<file path="src/pbc_pkg.sv">
// constants and types of the prbs self-test and loopback control block
// assumes a 32-bit apb slave port and one 50 MHz core clock
//
// Overview of operation
// - counter mode 1: at maximum, pulse and restart counting from zero.
// - counter mode 0: error counter saturates at maximum and stops.
// - type 1 and enabled: continuous prbs packets; checker also stays active while disabled.
// - type 0 and enabled: one constant-data packet; prbs generate/check disabled.
// - enable bit 1 starts the generator, 0 stops it.
// - lock bit reads 1 while the checker is synced to received bits.
// - sync-loss bit latches on loss of sync until the register is read.
// - generator status reads 1 while packets are being produced.
// - loopback select one-hot: none, pcs, analog, reverse; 1000 reserved.
// - in mac loopback bit 6 forwards data to line, else suppressed.
// - bit 6 accepted as 1 only while mac loopback is active.
package pbc_pkg;
	// register indices; byte address is four times the index
	localparam logic [7:0]  IDX_CTRL  = 8'h16;
	localparam logic [7:0]  IDX_ERRS  = 8'h20;
	localparam logic [7:0]  IDX_ISTAT = 8'h21;
	localparam logic [7:0]  IDX_IMASK = 8'h22;
	localparam logic [11:0] ADR_CTRL  = {2'h0, IDX_CTRL, 2'h0};
	localparam logic [11:0] ADR_ERRS  = {2'h0, IDX_ERRS, 2'h0};
	localparam logic [11:0] ADR_ISTAT = {2'h0, IDX_ISTAT, 2'h0};
	localparam logic [11:0] ADR_IMASK = {2'h0, IDX_IMASK, 2'h0};
	// control register fields
	localparam int B_MODE = 14;
	localparam int B_TYPE = 13;
	localparam int B_EN   = 12;
	localparam int B_LOCK = 11;
	localparam int B_LOSS = 10;
	localparam int B_GACT = 9;
	localparam int B_RSVH = 7;
	localparam int B_FWD  = 6;
	localparam int B_SEL  = 2;
	localparam logic [1:0]  RSVH_VAL   = 2'h2;
	localparam logic [15:0] CTRL_RESET = 16'h0100;
	// interrupt status / mask bits
	localparam int I_LOSS = 0;
	localparam int I_WRAP = 1;
	localparam int I_DONE = 2;
	localparam int IRQ_W  = 3;
	// loopback codes
	localparam logic [3:0] LB_NORMAL  = 4'h0;
	localparam logic [3:0] LB_PCS     = 4'h1;
	localparam logic [3:0] LB_ANALOG  = 4'h2;
	localparam logic [3:0] LB_REVERSE = 4'h4;
	// sequence and packet shape
	localparam int PRBS_W = 15;
	localparam logic [14:0] PRBS_SEED = 15'h7fff;
	localparam logic [11:0] PKT_LEN   = 12'h200;
	localparam logic [11:0] GAP_LEN   = 12'h060;
	localparam logic [7:0]  CONST_BYTE = 8'ha5;
	localparam logic [5:0]  LOCK_RUN  = 6'h20;
	localparam logic [2:0]  LOSS_RUN  = 3'h4;
	localparam logic [15:0] ERR_MAX   = 16'hffff;

	typedef struct packed {
		logic pcs;
		logic analog;
		logic reverse;
	} pbc_loop_type;

	typedef enum logic [2:0] {
		G_IDLE = 3'b001,
		G_SEND = 3'b010,
		G_GAP  = 3'b100
	} pbc_gen_type;
endpackage

</file>
<file path="src/pbc_bist_ctrl.sv">
// prbs packet generator, checker, error counter and loopback selector
// assumes apb master on ref_clk; rx pins asynchronous; macLoopActive on ref_clk
//
// The address map and the APB slave port were chosen for this implementation.
`timescale 1ns/10ps
module pbc_bist_ctrl (
	// clock and reset
	input  wire logic              ref_clk,
	input  wire logic              rstn,
	// apb slave
	input  wire logic              psel,
	input  wire logic              penable,
	input  wire logic              pwrite,
	input  wire logic [11:0]       paddr,
	input  wire logic [31:0]       pwdata,
	input  wire logic [3:0]        pstrb,
	output logic                   pready,
	output logic [31:0]            prdata,
	output logic                   pslverr,
	// line side
	input  wire logic              rxBit,
	input  wire logic              rxValid,
	output logic                   txBit,
	output logic                   txValid,
	output logic                   lineTxEn,
	// loopback and mac interface
	input  wire logic              macLoopActive,
	output pbc_pkg::pbc_loop_type  loopSel,
	// events
	output logic                   errWrapPulse,
	output logic                   irq
);
	import pbc_pkg::*;

	function automatic logic hit(input logic [11:0] a, input logic [11:0] r);
		hit = (a == r);
	endfunction

	logic              rstA_q, rstN_q;
	logic [1:0]        rxBitS_q, rxValS_q;
	logic              mode_q, type_q, en_q, fwd_q;
	logic [3:0]        sel_q;
	logic [1:0]        rsvL_q;
	logic              lossFlag_q, lock_q;
	logic [IRQ_W-1:0]  iStat_q, iMask_q;
	logic [15:0]       errCnt_q;
	pbc_gen_type       genState_q;
	logic [11:0]       bitCnt_q;
	logic [14:0]       genLfsr_q, chkLfsr_q;
	logic              oneDone_q;
	logic [5:0]        matchRun_q;
	logic [2:0]        badRun_q;
	logic              access, done, wrDone, rdDone, badAdr;
	logic              checkEn, rxStep, pred, miss, errEvt, lossEvt, doneEvt;
	logic              pktEnd, ctrlRd;
	logic [31:0]       rdMux;

	////////////////////////////////////////////////////////////////////////
	// reset release and pin synchronisers
	always_ff @(posedge ref_clk or negedge rstn) begin
		if (!rstn) begin
			rstA_q <= 1'b0;
			rstN_q <= 1'b0;
		end else begin
			rstA_q <= 1'b1;
			rstN_q <= rstA_q;
		end
	end

	always_ff @(posedge ref_clk or negedge rstN_q) begin
		if (!rstN_q) begin
			rxBitS_q <= 2'h0;
			rxValS_q <= 2'h0;
		end else begin
			rxBitS_q <= {rxBitS_q[0], rxBit};
			rxValS_q <= {rxValS_q[0], rxValid};
		end
	end

	////////////////////////////////////////////////////////////////////////
	// apb: one wait state, so read data and side effects line up with pready
	assign access = psel && penable;
	assign done   = access && pready;
	assign badAdr = !(hit(paddr, ADR_CTRL) || hit(paddr, ADR_ERRS)
		|| hit(paddr, ADR_ISTAT) || hit(paddr, ADR_IMASK));
	assign wrDone = done && pwrite && !badAdr;
	assign rdDone = done && !pwrite;
	assign ctrlRd = rdDone && hit(paddr, ADR_CTRL);

	always_comb begin
		rdMux = 32'h0;
		if (hit(paddr, ADR_CTRL)) begin
			rdMux[B_MODE] = mode_q;
			rdMux[B_TYPE] = type_q;
			rdMux[B_EN]   = en_q;
			rdMux[B_LOCK] = lock_q;
			rdMux[B_LOSS] = lossFlag_q;
			rdMux[B_GACT] = (genState_q != G_IDLE);
			rdMux[B_RSVH+1:B_RSVH] = RSVH_VAL;
			rdMux[B_FWD]  = fwd_q;
			rdMux[B_SEL+3:B_SEL] = sel_q;
			rdMux[1:0]    = rsvL_q;
		end else if (hit(paddr, ADR_ERRS)) begin
			rdMux[15:0] = errCnt_q;
		end else if (hit(paddr, ADR_ISTAT)) begin
			rdMux[IRQ_W-1:0] = iStat_q;
		end else if (hit(paddr, ADR_IMASK)) begin
			rdMux[IRQ_W-1:0] = iMask_q;
		end
	end

	always_ff @(posedge ref_clk or negedge rstN_q) begin
		if (!rstN_q) begin
			pready  <= 1'b0;
			pslverr <= 1'b0;
			prdata  <= 32'h0;
		end else begin
			pready  <= access && !pready;
			pslverr <= access && !pready && badAdr;
			if (access && !pready && !pwrite) begin
				prdata <= rdMux;
			end
		end
	end

	////////////////////////////////////////////////////////////////////////
	// control register writes
	always_ff @(posedge ref_clk or negedge rstN_q) begin
		if (!rstN_q) begin
			mode_q <= CTRL_RESET[B_MODE];
			type_q <= CTRL_RESET[B_TYPE];
			en_q   <= CTRL_RESET[B_EN];
			fwd_q  <= CTRL_RESET[B_FWD];
			sel_q  <= CTRL_RESET[B_SEL+3:B_SEL];
			rsvL_q <= CTRL_RESET[1:0];
		end else if (wrDone && hit(paddr, ADR_CTRL)) begin
			if (pstrb[1]) begin
				mode_q <= pwdata[B_MODE];
				type_q <= pwdata[B_TYPE];
				en_q   <= pwdata[B_EN];
			end
			if (pstrb[0]) begin
				// a 1 only sticks while the mac side is looped back
				fwd_q  <= pwdata[B_FWD] && macLoopActive;
				sel_q  <= pwdata[B_SEL+3:B_SEL];
				rsvL_q <= pwdata[1:0];
			end
		end
	end

	always_ff @(posedge ref_clk or negedge rstN_q) begin
		if (!rstN_q) begin
			iMask_q <= '0;
		end else if (wrDone && hit(paddr, ADR_IMASK) && pstrb[0]) begin
			iMask_q <= pwdata[IRQ_W-1:0];
		end
	end

	////////////////////////////////////////////////////////////////////////
	// loopback selection and line gating
	always_ff @(posedge ref_clk or negedge rstN_q) begin
		if (!rstN_q) begin
			loopSel  <= '0;
			lineTxEn <= 1'b1;
		end else begin
			// reserved and multi-hot codes fall back to normal operation
			loopSel.pcs     <= (sel_q == LB_PCS);
			loopSel.analog  <= (sel_q == LB_ANALOG);
			loopSel.reverse <= (sel_q == LB_REVERSE);
			lineTxEn <= !macLoopActive || fwd_q;
		end
	end

	////////////////////////////////////////////////////////////////////////
	// packet generator
	assign pktEnd  = (genState_q == G_SEND) && (bitCnt_q == PKT_LEN - 12'h1);
	assign doneEvt = pktEnd && !type_q;

	always_ff @(posedge ref_clk or negedge rstN_q) begin
		if (!rstN_q) begin
			genState_q <= G_IDLE;
			bitCnt_q   <= 12'h0;
		end else if (!en_q) begin
			genState_q <= G_IDLE;
			bitCnt_q   <= 12'h0;
		end else begin
			bitCnt_q <= bitCnt_q + 12'h1;
			case (genState_q)
				G_IDLE: begin
					bitCnt_q <= 12'h0;
					if (type_q || !oneDone_q) begin
						genState_q <= G_SEND;
					end
				end
				G_SEND: begin
					if (pktEnd) begin
						bitCnt_q   <= 12'h0;
						genState_q <= type_q ? G_GAP : G_IDLE;
					end
				end
				G_GAP: begin
					if (bitCnt_q == GAP_LEN - 12'h1) begin
						bitCnt_q   <= 12'h0;
						genState_q <= G_SEND;
					end
				end
				default: begin
					genState_q <= G_IDLE;
				end
			endcase
		end
	end

	// single packet is sent once per enable
	always_ff @(posedge ref_clk or negedge rstN_q) begin
		if (!rstN_q) begin
			oneDone_q <= 1'b0;
		end else if (!en_q || type_q) begin
			oneDone_q <= 1'b0;
		end else if (doneEvt) begin
			oneDone_q <= 1'b1;
		end
	end

	always_ff @(posedge ref_clk or negedge rstN_q) begin
		if (!rstN_q) begin
			genLfsr_q <= PRBS_SEED;
			txBit     <= 1'b0;
			txValid   <= 1'b0;
		end else begin
			txValid <= (genState_q == G_SEND) && lineTxEn;
			if (genState_q == G_SEND && type_q) begin
				// x^15 + x^14 + 1, shared with the checker
				genLfsr_q <= {genLfsr_q[13:0], genLfsr_q[14] ^ genLfsr_q[13]};
				txBit     <= genLfsr_q[14] ^ genLfsr_q[13];
			end else begin
				txBit <= (genState_q == G_SEND) && CONST_BYTE[bitCnt_q[2:0]];
			end
		end
	end

	////////////////////////////////////////////////////////////////////////
	// checker: self-synchronising, so any phase of the stream locks
	assign checkEn = !(en_q && !type_q);
	assign rxStep  = checkEn && rxValS_q[1];
	assign pred    = chkLfsr_q[14] ^ chkLfsr_q[13];
	assign miss    = rxStep && (pred != rxBitS_q[1]);
	assign errEvt  = miss && lock_q;
	assign lossEvt = errEvt && (badRun_q == LOSS_RUN - 3'h1);

	always_ff @(posedge ref_clk or negedge rstN_q) begin
		if (!rstN_q) begin
			chkLfsr_q  <= 15'h0;
			lock_q     <= 1'b0;
			matchRun_q <= 6'h0;
			badRun_q   <= 3'h0;
		end else if (!checkEn) begin
			lock_q     <= 1'b0;
			matchRun_q <= 6'h0;
			badRun_q   <= 3'h0;
		end else if (rxStep) begin
			chkLfsr_q <= {chkLfsr_q[13:0], rxBitS_q[1]};
			if (!lock_q) begin
				matchRun_q <= miss ? 6'h0 : matchRun_q + 6'h1;
				lock_q     <= !miss && (matchRun_q == LOCK_RUN - 6'h1);
				badRun_q   <= 3'h0;
			end else if (lossEvt) begin
				lock_q     <= 1'b0;
				matchRun_q <= 6'h0;
				badRun_q   <= 3'h0;
			end else begin
				badRun_q <= miss ? badRun_q + 3'h1 : 3'h0;
			end
		end
	end

	////////////////////////////////////////////////////////////////////////
	// error counter; a read clears it, a same-cycle error still counts
	always_ff @(posedge ref_clk or negedge rstN_q) begin
		if (!rstN_q) begin
			errCnt_q     <= 16'h0;
			errWrapPulse <= 1'b0;
		end else begin
			errWrapPulse <= errEvt && mode_q && (errCnt_q == ERR_MAX);
			if (rdDone && hit(paddr, ADR_ERRS)) begin
				errCnt_q <= {15'h0, errEvt};
			end else if (errEvt) begin
				if (errCnt_q != ERR_MAX) begin
					errCnt_q <= errCnt_q + 16'h1;
				end else if (mode_q) begin
					errCnt_q <= 16'h0;
				end
				// mode 0 holds at maximum
			end
		end
	end

	////////////////////////////////////////////////////////////////////////
	// sticky flags and interrupt; set wins over read clear
	always_ff @(posedge ref_clk or negedge rstN_q) begin
		if (!rstN_q) begin
			lossFlag_q <= 1'b0;
			iStat_q    <= '0;
			irq        <= 1'b0;
		end else begin
			lossFlag_q <= lossEvt || (lossFlag_q && !ctrlRd);
			iStat_q    <= {doneEvt, errWrapPulse, lossEvt}
				| (iStat_q & {IRQ_W{!(rdDone && hit(paddr, ADR_ISTAT))}});
			irq        <= |(iStat_q & iMask_q);
		end
	end
endmodule

</file>
<file path="config.mk">
export PLATFORM = sky130hd
export DESIGN_NAME = pbc_bist_ctrl
export DESIGN_NICKNAME = d
export VERILOG_FILES = /design/src/pbc_pkg.sv /design/src/pbc_bist_ctrl.sv
export SDC_FILE = /design/constraint.sdc
export NUM_CORES = 1
export LEC_CHECK = 0
export ABC_AREA = 1
export ABC_CLOCK_PERIOD_IN_PS = 8250
export BUFFER_PORTS_ARGS = -buffer_cell sky130_fd_sc_hd__buf_2
export CAP_MARGIN = 20
export CORE_UTILIZATION = 50
export CTS_CLUSTER_SIZE = 25
export DETAILED_ROUTE_END_ITERATION = 16
export PLACE_DENSITY_LB_ADDON = 0.1
export SYNTH_ARGS = -nofsm -noshare
export SYNTH_HDL_FRONTEND = slang
export SYNTH_SLANG_ARGS = --single-unit
</file>
<file path="constraint.sdc">
create_clock -name ref_clk -period 8.25 [get_ports ref_clk]
set_clock_uncertainty 0.05 [all_clocks]
set_input_delay 0.825 -clock ref_clk [delete_from_list [all_inputs] [get_ports ref_clk]]
set_output_delay 0.825 -clock ref_clk [all_outputs]
set_load 0.01 [all_outputs]
</file>
[Word level (Yosys, flattened, before mapping)]
Memory sizes are Yosys's and may differ from the RTL's.
Index checks and enable logic that the tools add are counted.
Cells by class
  $lt $le $gt $ge: 1
  bitwise operators: 6
  $add $sub $neg: 4
  eq/ne operators: 22
  multiplexer cells: 38
  reductions and logical operators: 58
Operators with widths (count)
  $mux 16: 4
  $mux 3: 13
  $eq 12x8->1 const B: 3
  $mux 12: 3
  $pmux 12 s3: 1
  $mux 6: 5
  $logic_and 1x1->1: 29
  $eq 12x7->1 const B: 2
  $add 16x1->16 const B: 1
  $eq 16x16->1 const B: 1
  $ne 16x16->1 const B: 1
  $mux 15: 1
  $mux 13: 1
  $add 12x1->12 const B: 1
  $eq 12x9->1 const B: 1
  $logic_not 1->1: 11
  $reduce_and 2->1: 5
  $mux 1: 9
  $ne 3x3->1 const B: 3
  $pmux 3 s3: 1
  $logic_or 1x1->1: 7
  $add 6x1->6 const B: 1
  $and 3x3->3: 2
  $eq 3x2->1 const B: 2
  17 further kinds: 21
Storage, ports and cells
  register bits: 121
  word-level logic and storage cells: 163
  output and inout port bits: 42
  ROM bits: 8
  input bits: 56
  memories: 1
Memory list
  (name not given): words 8, bits a word 1, read ports 1, clocked after Yosys merged registers in 0, write ports 0, line pbc_bist_ctrl.sv:237  | txBit <= (genState_q == G_SEND) && CONST_BYTE[bitCnt_q[2:0]];

[Logic depth before layout (Yosys ltp)]
Gate-level depths: netlist of the first run.
  depth in word-level cells: 11
  gate-level depth with buffers: 11
  gate-level depth less buffers: 11

[Worst setup path after synthesis of the first run]
OpenSTA, ideal clock, no wires.
  path kind: input port to flip-flop
  start point: in paddr[11]
  end point: reg errCnt_q[5]
  required time: 8.083 ns
  slack: 6.215 ns
  path buffers: 1
  arrival: 1.869 ns
  stages: 9
  library setup time: 0.117 ns
  cells stage by stage: nor2_1 > nand3_1 > inv_2 > nand2_1 > nor2_2 > nand2_2 > buf_2 > nand3_1 > nand2_1
On the way
  cells in the longest elaborated chain, start to end: 4
  elaborated cells on any way between the ends: 6
  classes of those cells: eq/ne: 1; mux: 1; reduce/logical: 4
Ends and longest elaborated chain
  start: declaration: line pbc_bist_ctrl.sv:14  | input wire logic [11:0] paddr,
  $eq 12x8->1 *: line pbc_bist_ctrl.sv:36  | hit = (a == r);
  $logic_and 1x1->1 *: line pbc_bist_ctrl.sv:285  | if (rdDone && hit(paddr, ADR_ERRS)) begin
  $reduce_bool 3->1 (no line) or $reduce_bool 2->1 (tied branches)
  $reduce_and 2->1 (no line)
  end signal: assignment: line pbc_bist_ctrl.sv:286  | errCnt_q <= {15'h0, errEvt};
  end signal: assignment: line pbc_bist_ctrl.sv:289  | errCnt_q <= errCnt_q + 16'h1;
  end: declaration: line pbc_bist_ctrl.sv:46  | logic [15:0] errCnt_q;
Mark *: on every way between the ends. The rest lies on a longest branch, timed or not.
A chain may end at the register's enable or synchronous reset.

[Final worst setup path of the first run]
  start point: reg genState_q[2]
  end point: reg genLfsr_q[1]
On the way
  cells in the longest elaborated chain, start to end: 2
Ends and longest elaborated chain
  start: declaration: line pbc_bist_ctrl.sv:47  | pbc_gen_type genState_q;
  start signal: assignment: line pbc_bist_ctrl.sv:198  | genState_q <= type_q ? G_GAP : G_IDLE;
  $eq 3x2->1: line pbc_bist_ctrl.sv:232  | if (genState_q == G_SEND && type_q) begin
  $logic_and 1x1->1: line pbc_bist_ctrl.sv:232
  end signal: assignment: line pbc_bist_ctrl.sv:234  | genLfsr_q <= {genLfsr_q[13:0], genLfsr_q[14] ^ genLfsr_q[13]};
  end: declaration: line pbc_bist_ctrl.sv:49  | logic [14:0] genLfsr_q, chkLfsr_q;
Every way passes these cells.

==> flow_summary.toml, run 1 <==
[cells_and_area]
n_antenna_cell = 0
fin_nets = 909
final_layout_size_suffix_gt1_share_pct = 15.1
final_common_cell = "nand2_1"
final_cell_mix = "nand2_1, dfrtp_1, inv_1"
area.growth.synth_to_final_pct = 16.4

[critical_path]
rr_startpoint = "genState_q[2]"
critPathKind = "register to register"
reg2reg_slack_ps = 5940
end_kind = "register"
r2r-end = "genLfsr_q[1]"
arrival_ps = 2590
startpoint = "genState_q[2]"
required_ps = 8530
reg2reg_depth = 5
cp_max_fo = 17
setup.worst_path.start_class = "register"

[routing]
vias_per_cell = 5.18
drtAntennaViolNets = 0
routed_wl_um = 13300
first_pass_iters = 5
routedWlPerCell_um = 13.2
via_count = 5204
drt_iter0_markers = 368
drc_errors = 0

[global_routing]
grt_max_degree = 79
grt_pass1_wl_um = 22700
grt_pass1_vias = 4776
grt.total_usage_pct = 22.8
antenna_found_initial = 0
grt_overflow = 0

[synthesis]
yosysSeqAreaShare_pct = 50.0
syn_inst = 783
yosysWarningCount = 0
postSynthRegisterBits = 121
yosysUniqueCellTypes = 39
avgSynthCellArea_um2 = 7.79
syn_area_um2 = 6100

[clock_tree]
htree_levels = 4
clkLatencyLatePin_ps = 410
clock_path_buffers = 2
hold_buffers = 0
post_cts_buffers = 0
root_buffer = "clkbuf_16"
path_clk_slew_ps = 50
numCtsBuffers = 17
cts-resized-gates = 0
cts_sinks = 121
cts_tree = "yes"

[sta]
min_period_ps = 2310
finalHoldViolCount = 0
max_freq_mhz = 432
finalSetupViolCount = 0
tns_ps = 0
rsz0062_at_grt = "no"
fin_crit_sh_pct = 28.1
relSlewSlack_pct = 33.0
drv_slew = 0
tightest_slew_ps = 1000
worst_hold_slack_ps = 136

[power_and_ir_drop]
p_sw_share_pct = 22.6
cellLeakagePower_nw = 3.74
p_int_w = 0.00115
clock_power_share_pct = 51.7
ir_drop_mv = 0.232
p_seq_share_pct = 42.8
p_sw_w = 0.000337
power_frac_comb_pct = 5.5
power.density_nw_per_um2 = 210

[flow_run]
max-cap-violations = 0

[floorplan]
die_height_um = 112
die_w_um = 112
core_area_um2 = 11700
floorplan.rows = 39
io_pins = 98
dieArea_um2 = 12600
initial_core_util_pct = 52.3

[outcome]
status = "finished clean"

[hold_path]
hp-class = "input port to async pin"

[placed_design]
place_congestion = 0.899
dp_hpwl_um = 9490
port_buffers = 57
-- power by group through the flow --
stage / sequential [W] / clock (W) / combinational [W]
after floorplan: 0.000649 / 0 / 0.0000565
after global placement: 0.000647 / 0 / 0.0000790
after detailed placement: 0.000647 / 0 / 0.0000809
after CTS: 0.000638 / 0.000783 / 0.0000814
after global routing: 0.000642 / 0.000805 / 0.0000974
final: 0.000638 / 0.000769 / 0.0000823
-- cells by family (layout without fill, tap and decap cells) --
logic type | count (synthesis) | count (layout) | share of synthesized area (%)
other | 2 | 17 | 0.123
AO/OA/AOI/OAI | 63 | 63 | 5.58
flip-flops | 121 | 121 | 50.0
adder cells (fa/ha/maj) | 5 | 5 | 1.03
buffers and inverters | 116 | 179 | 8.56
XOR/XNOR | 12 | 12 | 1.72
AND/OR/NAND/NOR | 464 | 464 | 33.0
-- layout make-up --
cell class / count / area, µm²
Fill cell: 1037 / 4570
Sequential cell: 121 / 3050
Multi-Input combinational cell: 561 / 2580
Clock buffer: 21 / 480
Inverter: 87 / 329
Timing Repair Buffer: 60 / 328
Tap cell: 143 / 179
Clock inverter: 11 / 144
-- stage by stage --
| step | total power [W] | instance area, µm² | setup slack (ps) | instances | util (%) |
|---|---|---|---|---|---|
| after floorplan | 0.000706 | 6150 | 4610 | 798 | - |
| after global placement | 0.000726 | 6440 | 5720 | 971 | 55.2 |
| after detailed placement | 0.000728 | 6440 | 5660 | 971 | 55.2 |
| after CTS | 0.00150 | 7070 | 5910 | 1003 | 60.6 |
| after global routing | 0.00154 | 7090 | 5660 | 1004 | 60.8 |
| final | 0.00149 | 7090 | 5940 | 1004 | 60.8 |
-- routing by layer --
layer,GRT usage (%),vias to the layer above,wire [µm]
met5,0,-,0
li1,-,2584,-
met2,34.9,160,5890
met3,6.43,11,724
met4,6.31,0,136
met1,31.9,2449,6520
-- sequential cells by signal (all words and copies together), names as in the netlist, 2 cells and up --
signal and cells:
badRun_q 3, bitCnt_q 12, chkLfsr_q 15, errCnt_q 16
genLfsr_q 15, genState_q 3, iMask_q 3, iStat_q 3
loopSel 3, matchRun_q 6, prdata 16, rsvL_q 2
rxBitS_q 2, rxValS_q 2, sel_q 4
-- synthesized netlist by cell type, drive strengths merged --
| master | count | share of area [%] |
|---|---|---|
| nand2 | 274 | 17 |
| clkbuf | 5 | 0.31 |
| a21oi | 10 | 0.82 |
| buf | 24 | 2.9 |
| o22ai | 10 | 1.0 |
| o311ai | 1 | 0.14 |
| inv | 87 | 5.4 |
| xor2 | 11 | 1.6 |
| dfstp | 17 | 7.3 |
| a211oi | 1 | 0.12 |
| a21o | 1 | 0.12 |
| nor2 | 86 | 6.1 |
| o21bai | 1 | 0.12 |
| nand4 | 14 | 1.6 |
| nor3 | 10 | 0.82 |
| nand3b | 4 | 0.49 |
| o21ai | 38 | 3.1 |
| and3 | 1 | 0.12 |
| dfrtp | 104 | 43 |
| xnor2 | 1 | 0.14 |
| a31oi | 1 | 0.10 |
| nand3 | 73 | 6.3 |
| conb | 2 | 0.12 |
| nor4 | 2 | 0.21 |
| ha | 5 | 1.0 |
-- worst max-delay path: stages, from the launching register on --
cell	delay, ps
dfrtp_1	390
inv_1	80
nand3_1	150
nor2_1	790
inv_1	470
o21ai_0	300
-- worst max path at each step --
| stage | end | slack [ps] |
|---|---|---|
| 6_report | genLfsr_q[1] | 5940 |
| 5_1_grt | genLfsr_q[1] | 5660 |
| 4_1_cts | genLfsr_q[1] | 5910 |
| 3_5_place_dp | errCnt_q[13] | 5660 |
| 3_3_place_gp | errCnt_q[5] | 5720 |
| 2_1_floorplan | badRun_q[0] | 4610 |
(Power assumes the default switching activity.)
==> inputs of run 2 (changes only) <==
Settings changed: ABC_CLOCK_PERIOD_IN_PS 8250 to 2160.
Clock period 8.25 ns to 2.16 ns, I/O delays scaled along.
==> run 2 against run 1 <==
Net effect:
- final area increased by 1.9%
- die area unchanged
- sequential cell count is the same
- clock power increased to 4.0 times the previous value
- sequential power grew to 3.8 times the previous value
- critical path type unchanged
- largest power group unchanged
==> flow_summary.toml, run 2 (synthesized netlist as in run 1, its figures left out) <==
[cells_and_area]
final_layout_size_suffix_gt1_share_pct = 15.8
utilization_pct = 62.0
final_common_cell = "nand2_1"
biggestRegsByFlops = "errCnt_q x16, prdata x16"
area.growth.synth_to_final_pct = 18.6
final_cell_mix = "nand2_1, dfrtp_1, inv_1"
fin_nets = 923
fillers = 1050
n_antenna_cell = 0

[clock_tree]
cts_sinks = 121
path_clk_slew_ps = 50
clkLatencyLatePin_ps = 420
root_buffer = "clkbuf_16"
htree_levels = 4
cts_tree = "yes"
clock_path_buffers = 2
numCtsBuffers = 17

[floorplan]
floorplan.rows = 39
die_height_um = 112
io_pins = 98
initial_core_util_pct = 52.3
die_w_um = 112
dieArea_um2 = 12600
core_area_um2 = 11700

[critical_path]
worstPathCellList = "ha_1, nand2_1, nor2_1, nand4_1, nand2_1, nand3_1, nand2_1, nor2_1"
arrival_ps = 2140
cp_num_cells = 8
critPathKind = "register to register"
setup.worst_path.start_class = "register"
cp_slowest_cell = "dfrtp_1"
cp_max_fo = 10
crit_top_cell = "nand2_1"
crit_family = "simple AND/OR/NAND/NOR gates"
required_ps = 2400
end_kind = "register"
max_stage_delay_ps = 400
timing.critical_path.buf_inv = 0
reg2reg_depth = 8

[global_routing]
grt_pass1_vias = 4920
grt_max_degree = 52
grt.total_usage_pct = 23.9
antenna_found_initial = 0
grt_pass1_wl_um = 23500
grt_overflow = 0

[routing]
via_count = 5215
drc_errors = 0
drtAntennaViolNets = 0
first_pass_iters = 5
routedWlPerCell_um = 13.2
drt_iter0_markers = 418
vias_per_cell = 5.12
routed_wl_um = 13500

[placed_design]
dp_hpwl_um = 9710
place_congestion = 0.921
port_buffers = 57

[hold_path]
min_path_cells = 3
hp-class = "input port to register"

[power_and_ir_drop]
power_frac_comb_pct = 5.5
power.density_nw_per_um2 = 803
ir_drop_mv = 0.525
cellLeakagePower_nw = 3.81
p_seq_share_pct = 42.0
p_int_w = 0.00448
p_sw_w = 0.00133
clock_power_share_pct = 52.5
p_sw_share_pct = 22.9

[sta]
worst_hold_slack_ps = 15.7
max_freq_mhz = 525
tns_ps = 0
drv_slew = 0
fin_crit_sh_pct = 88.1
min_period_ps = 1900
tightest_slew_ps = 536
rsz0062_at_grt = "no"
finalHoldViolCount = 0
relSlewSlack_pct = 64.3
finalSetupViolCount = 0

[flow_run]
max-cap-violations = 0

[outcome]
status = "finished clean"
run 2: changes by cell type in the layout (fill, tap and decap cells not counted), moves of 2 or more:
cell	delta
buf_4	+8
clkbuf_8	-2
inv_6	+2
dlygate4sd3_1	+6
clkinv_2	-2
clkinv_4	+2
run 2: worst paths after layout:
path | from | to | slack, ps
max | bitCnt_q[0] | bitCnt_q[10] | 260
min | pwdata[3] | sel_q[1] | 20
max reg2reg | bitCnt_q[0] | bitCnt_q[10] | 260
min reg2reg | rstN_q | bitCnt_q[2] | 260
max in group asynchronous | rstN_q | genState_q[0] | 1020
min in group asynchronous | rstn | rstN_q | 60
run 2: what timing repair did:
item / CTS / global route
hold endpoints to repair: 7 / 0
hold buffers: 6 / 0
buffers inserted: 0 / 0
gates resized for setup: 0 / 0
run 2: worst reg2reg max path: stages (launching register included):
cell     delay, ps
dfrtp_1        400
ha_1           200
nand2_1        120
nor2_1         290
nand4_1        150
nand2_1        110
nand3_1         70
nand2_1        300
nor2_1          90
run 2: cell type report:
type	instances	area, µm²	area share (%)
sequential	121	3050	42.2
multi-input combinational	561	2580	35.7
clock buffer	19	453	6.27
timing repair buffer	74	440	6.09
inverter	87	329	4.55
clock inverter	13	191	2.65
tap	143	179	2.48
run 2: power by group through the flow:
| stage | Sequential, W | Combinational (W) | Clock (W) |
|---|---|---|---|
| finish | 0.00244 | 0.000320 | 0.00305 |
| global route | 0.00245 | 0.000376 | 0.00321 |
| CTS | 0.00244 | 0.000325 | 0.00310 |
| detailed placement | 0.00248 | 0.000315 | 0 |
| global placement | 0.00247 | 0.000306 | 0 |
| floorplan | 0.00248 | 0.000216 | 0 |
run 2: per-stage QoR:
stage	total power, W	std cells	area (µm²)	setup slack, ps
3_5_place_dp	0.00279	980	6520	281
2_1_floorplan	0.00270	798	6150	107
3_3_place_gp	0.00278	980	6520	334
5_1_grt	0.00604	1018	7230	66.2
6_report	0.00581	1018	7230	257
4_1_cts	0.00587	1018	7230	277
run 2: routing by layer:
layer / share of wire [%] / track usage [%]
met5: 0 / 0
met3: 5.3 / 6.37
met4: 1.5 / 9.07
met2: 45 / 35.9
met1: 48 / 33.3
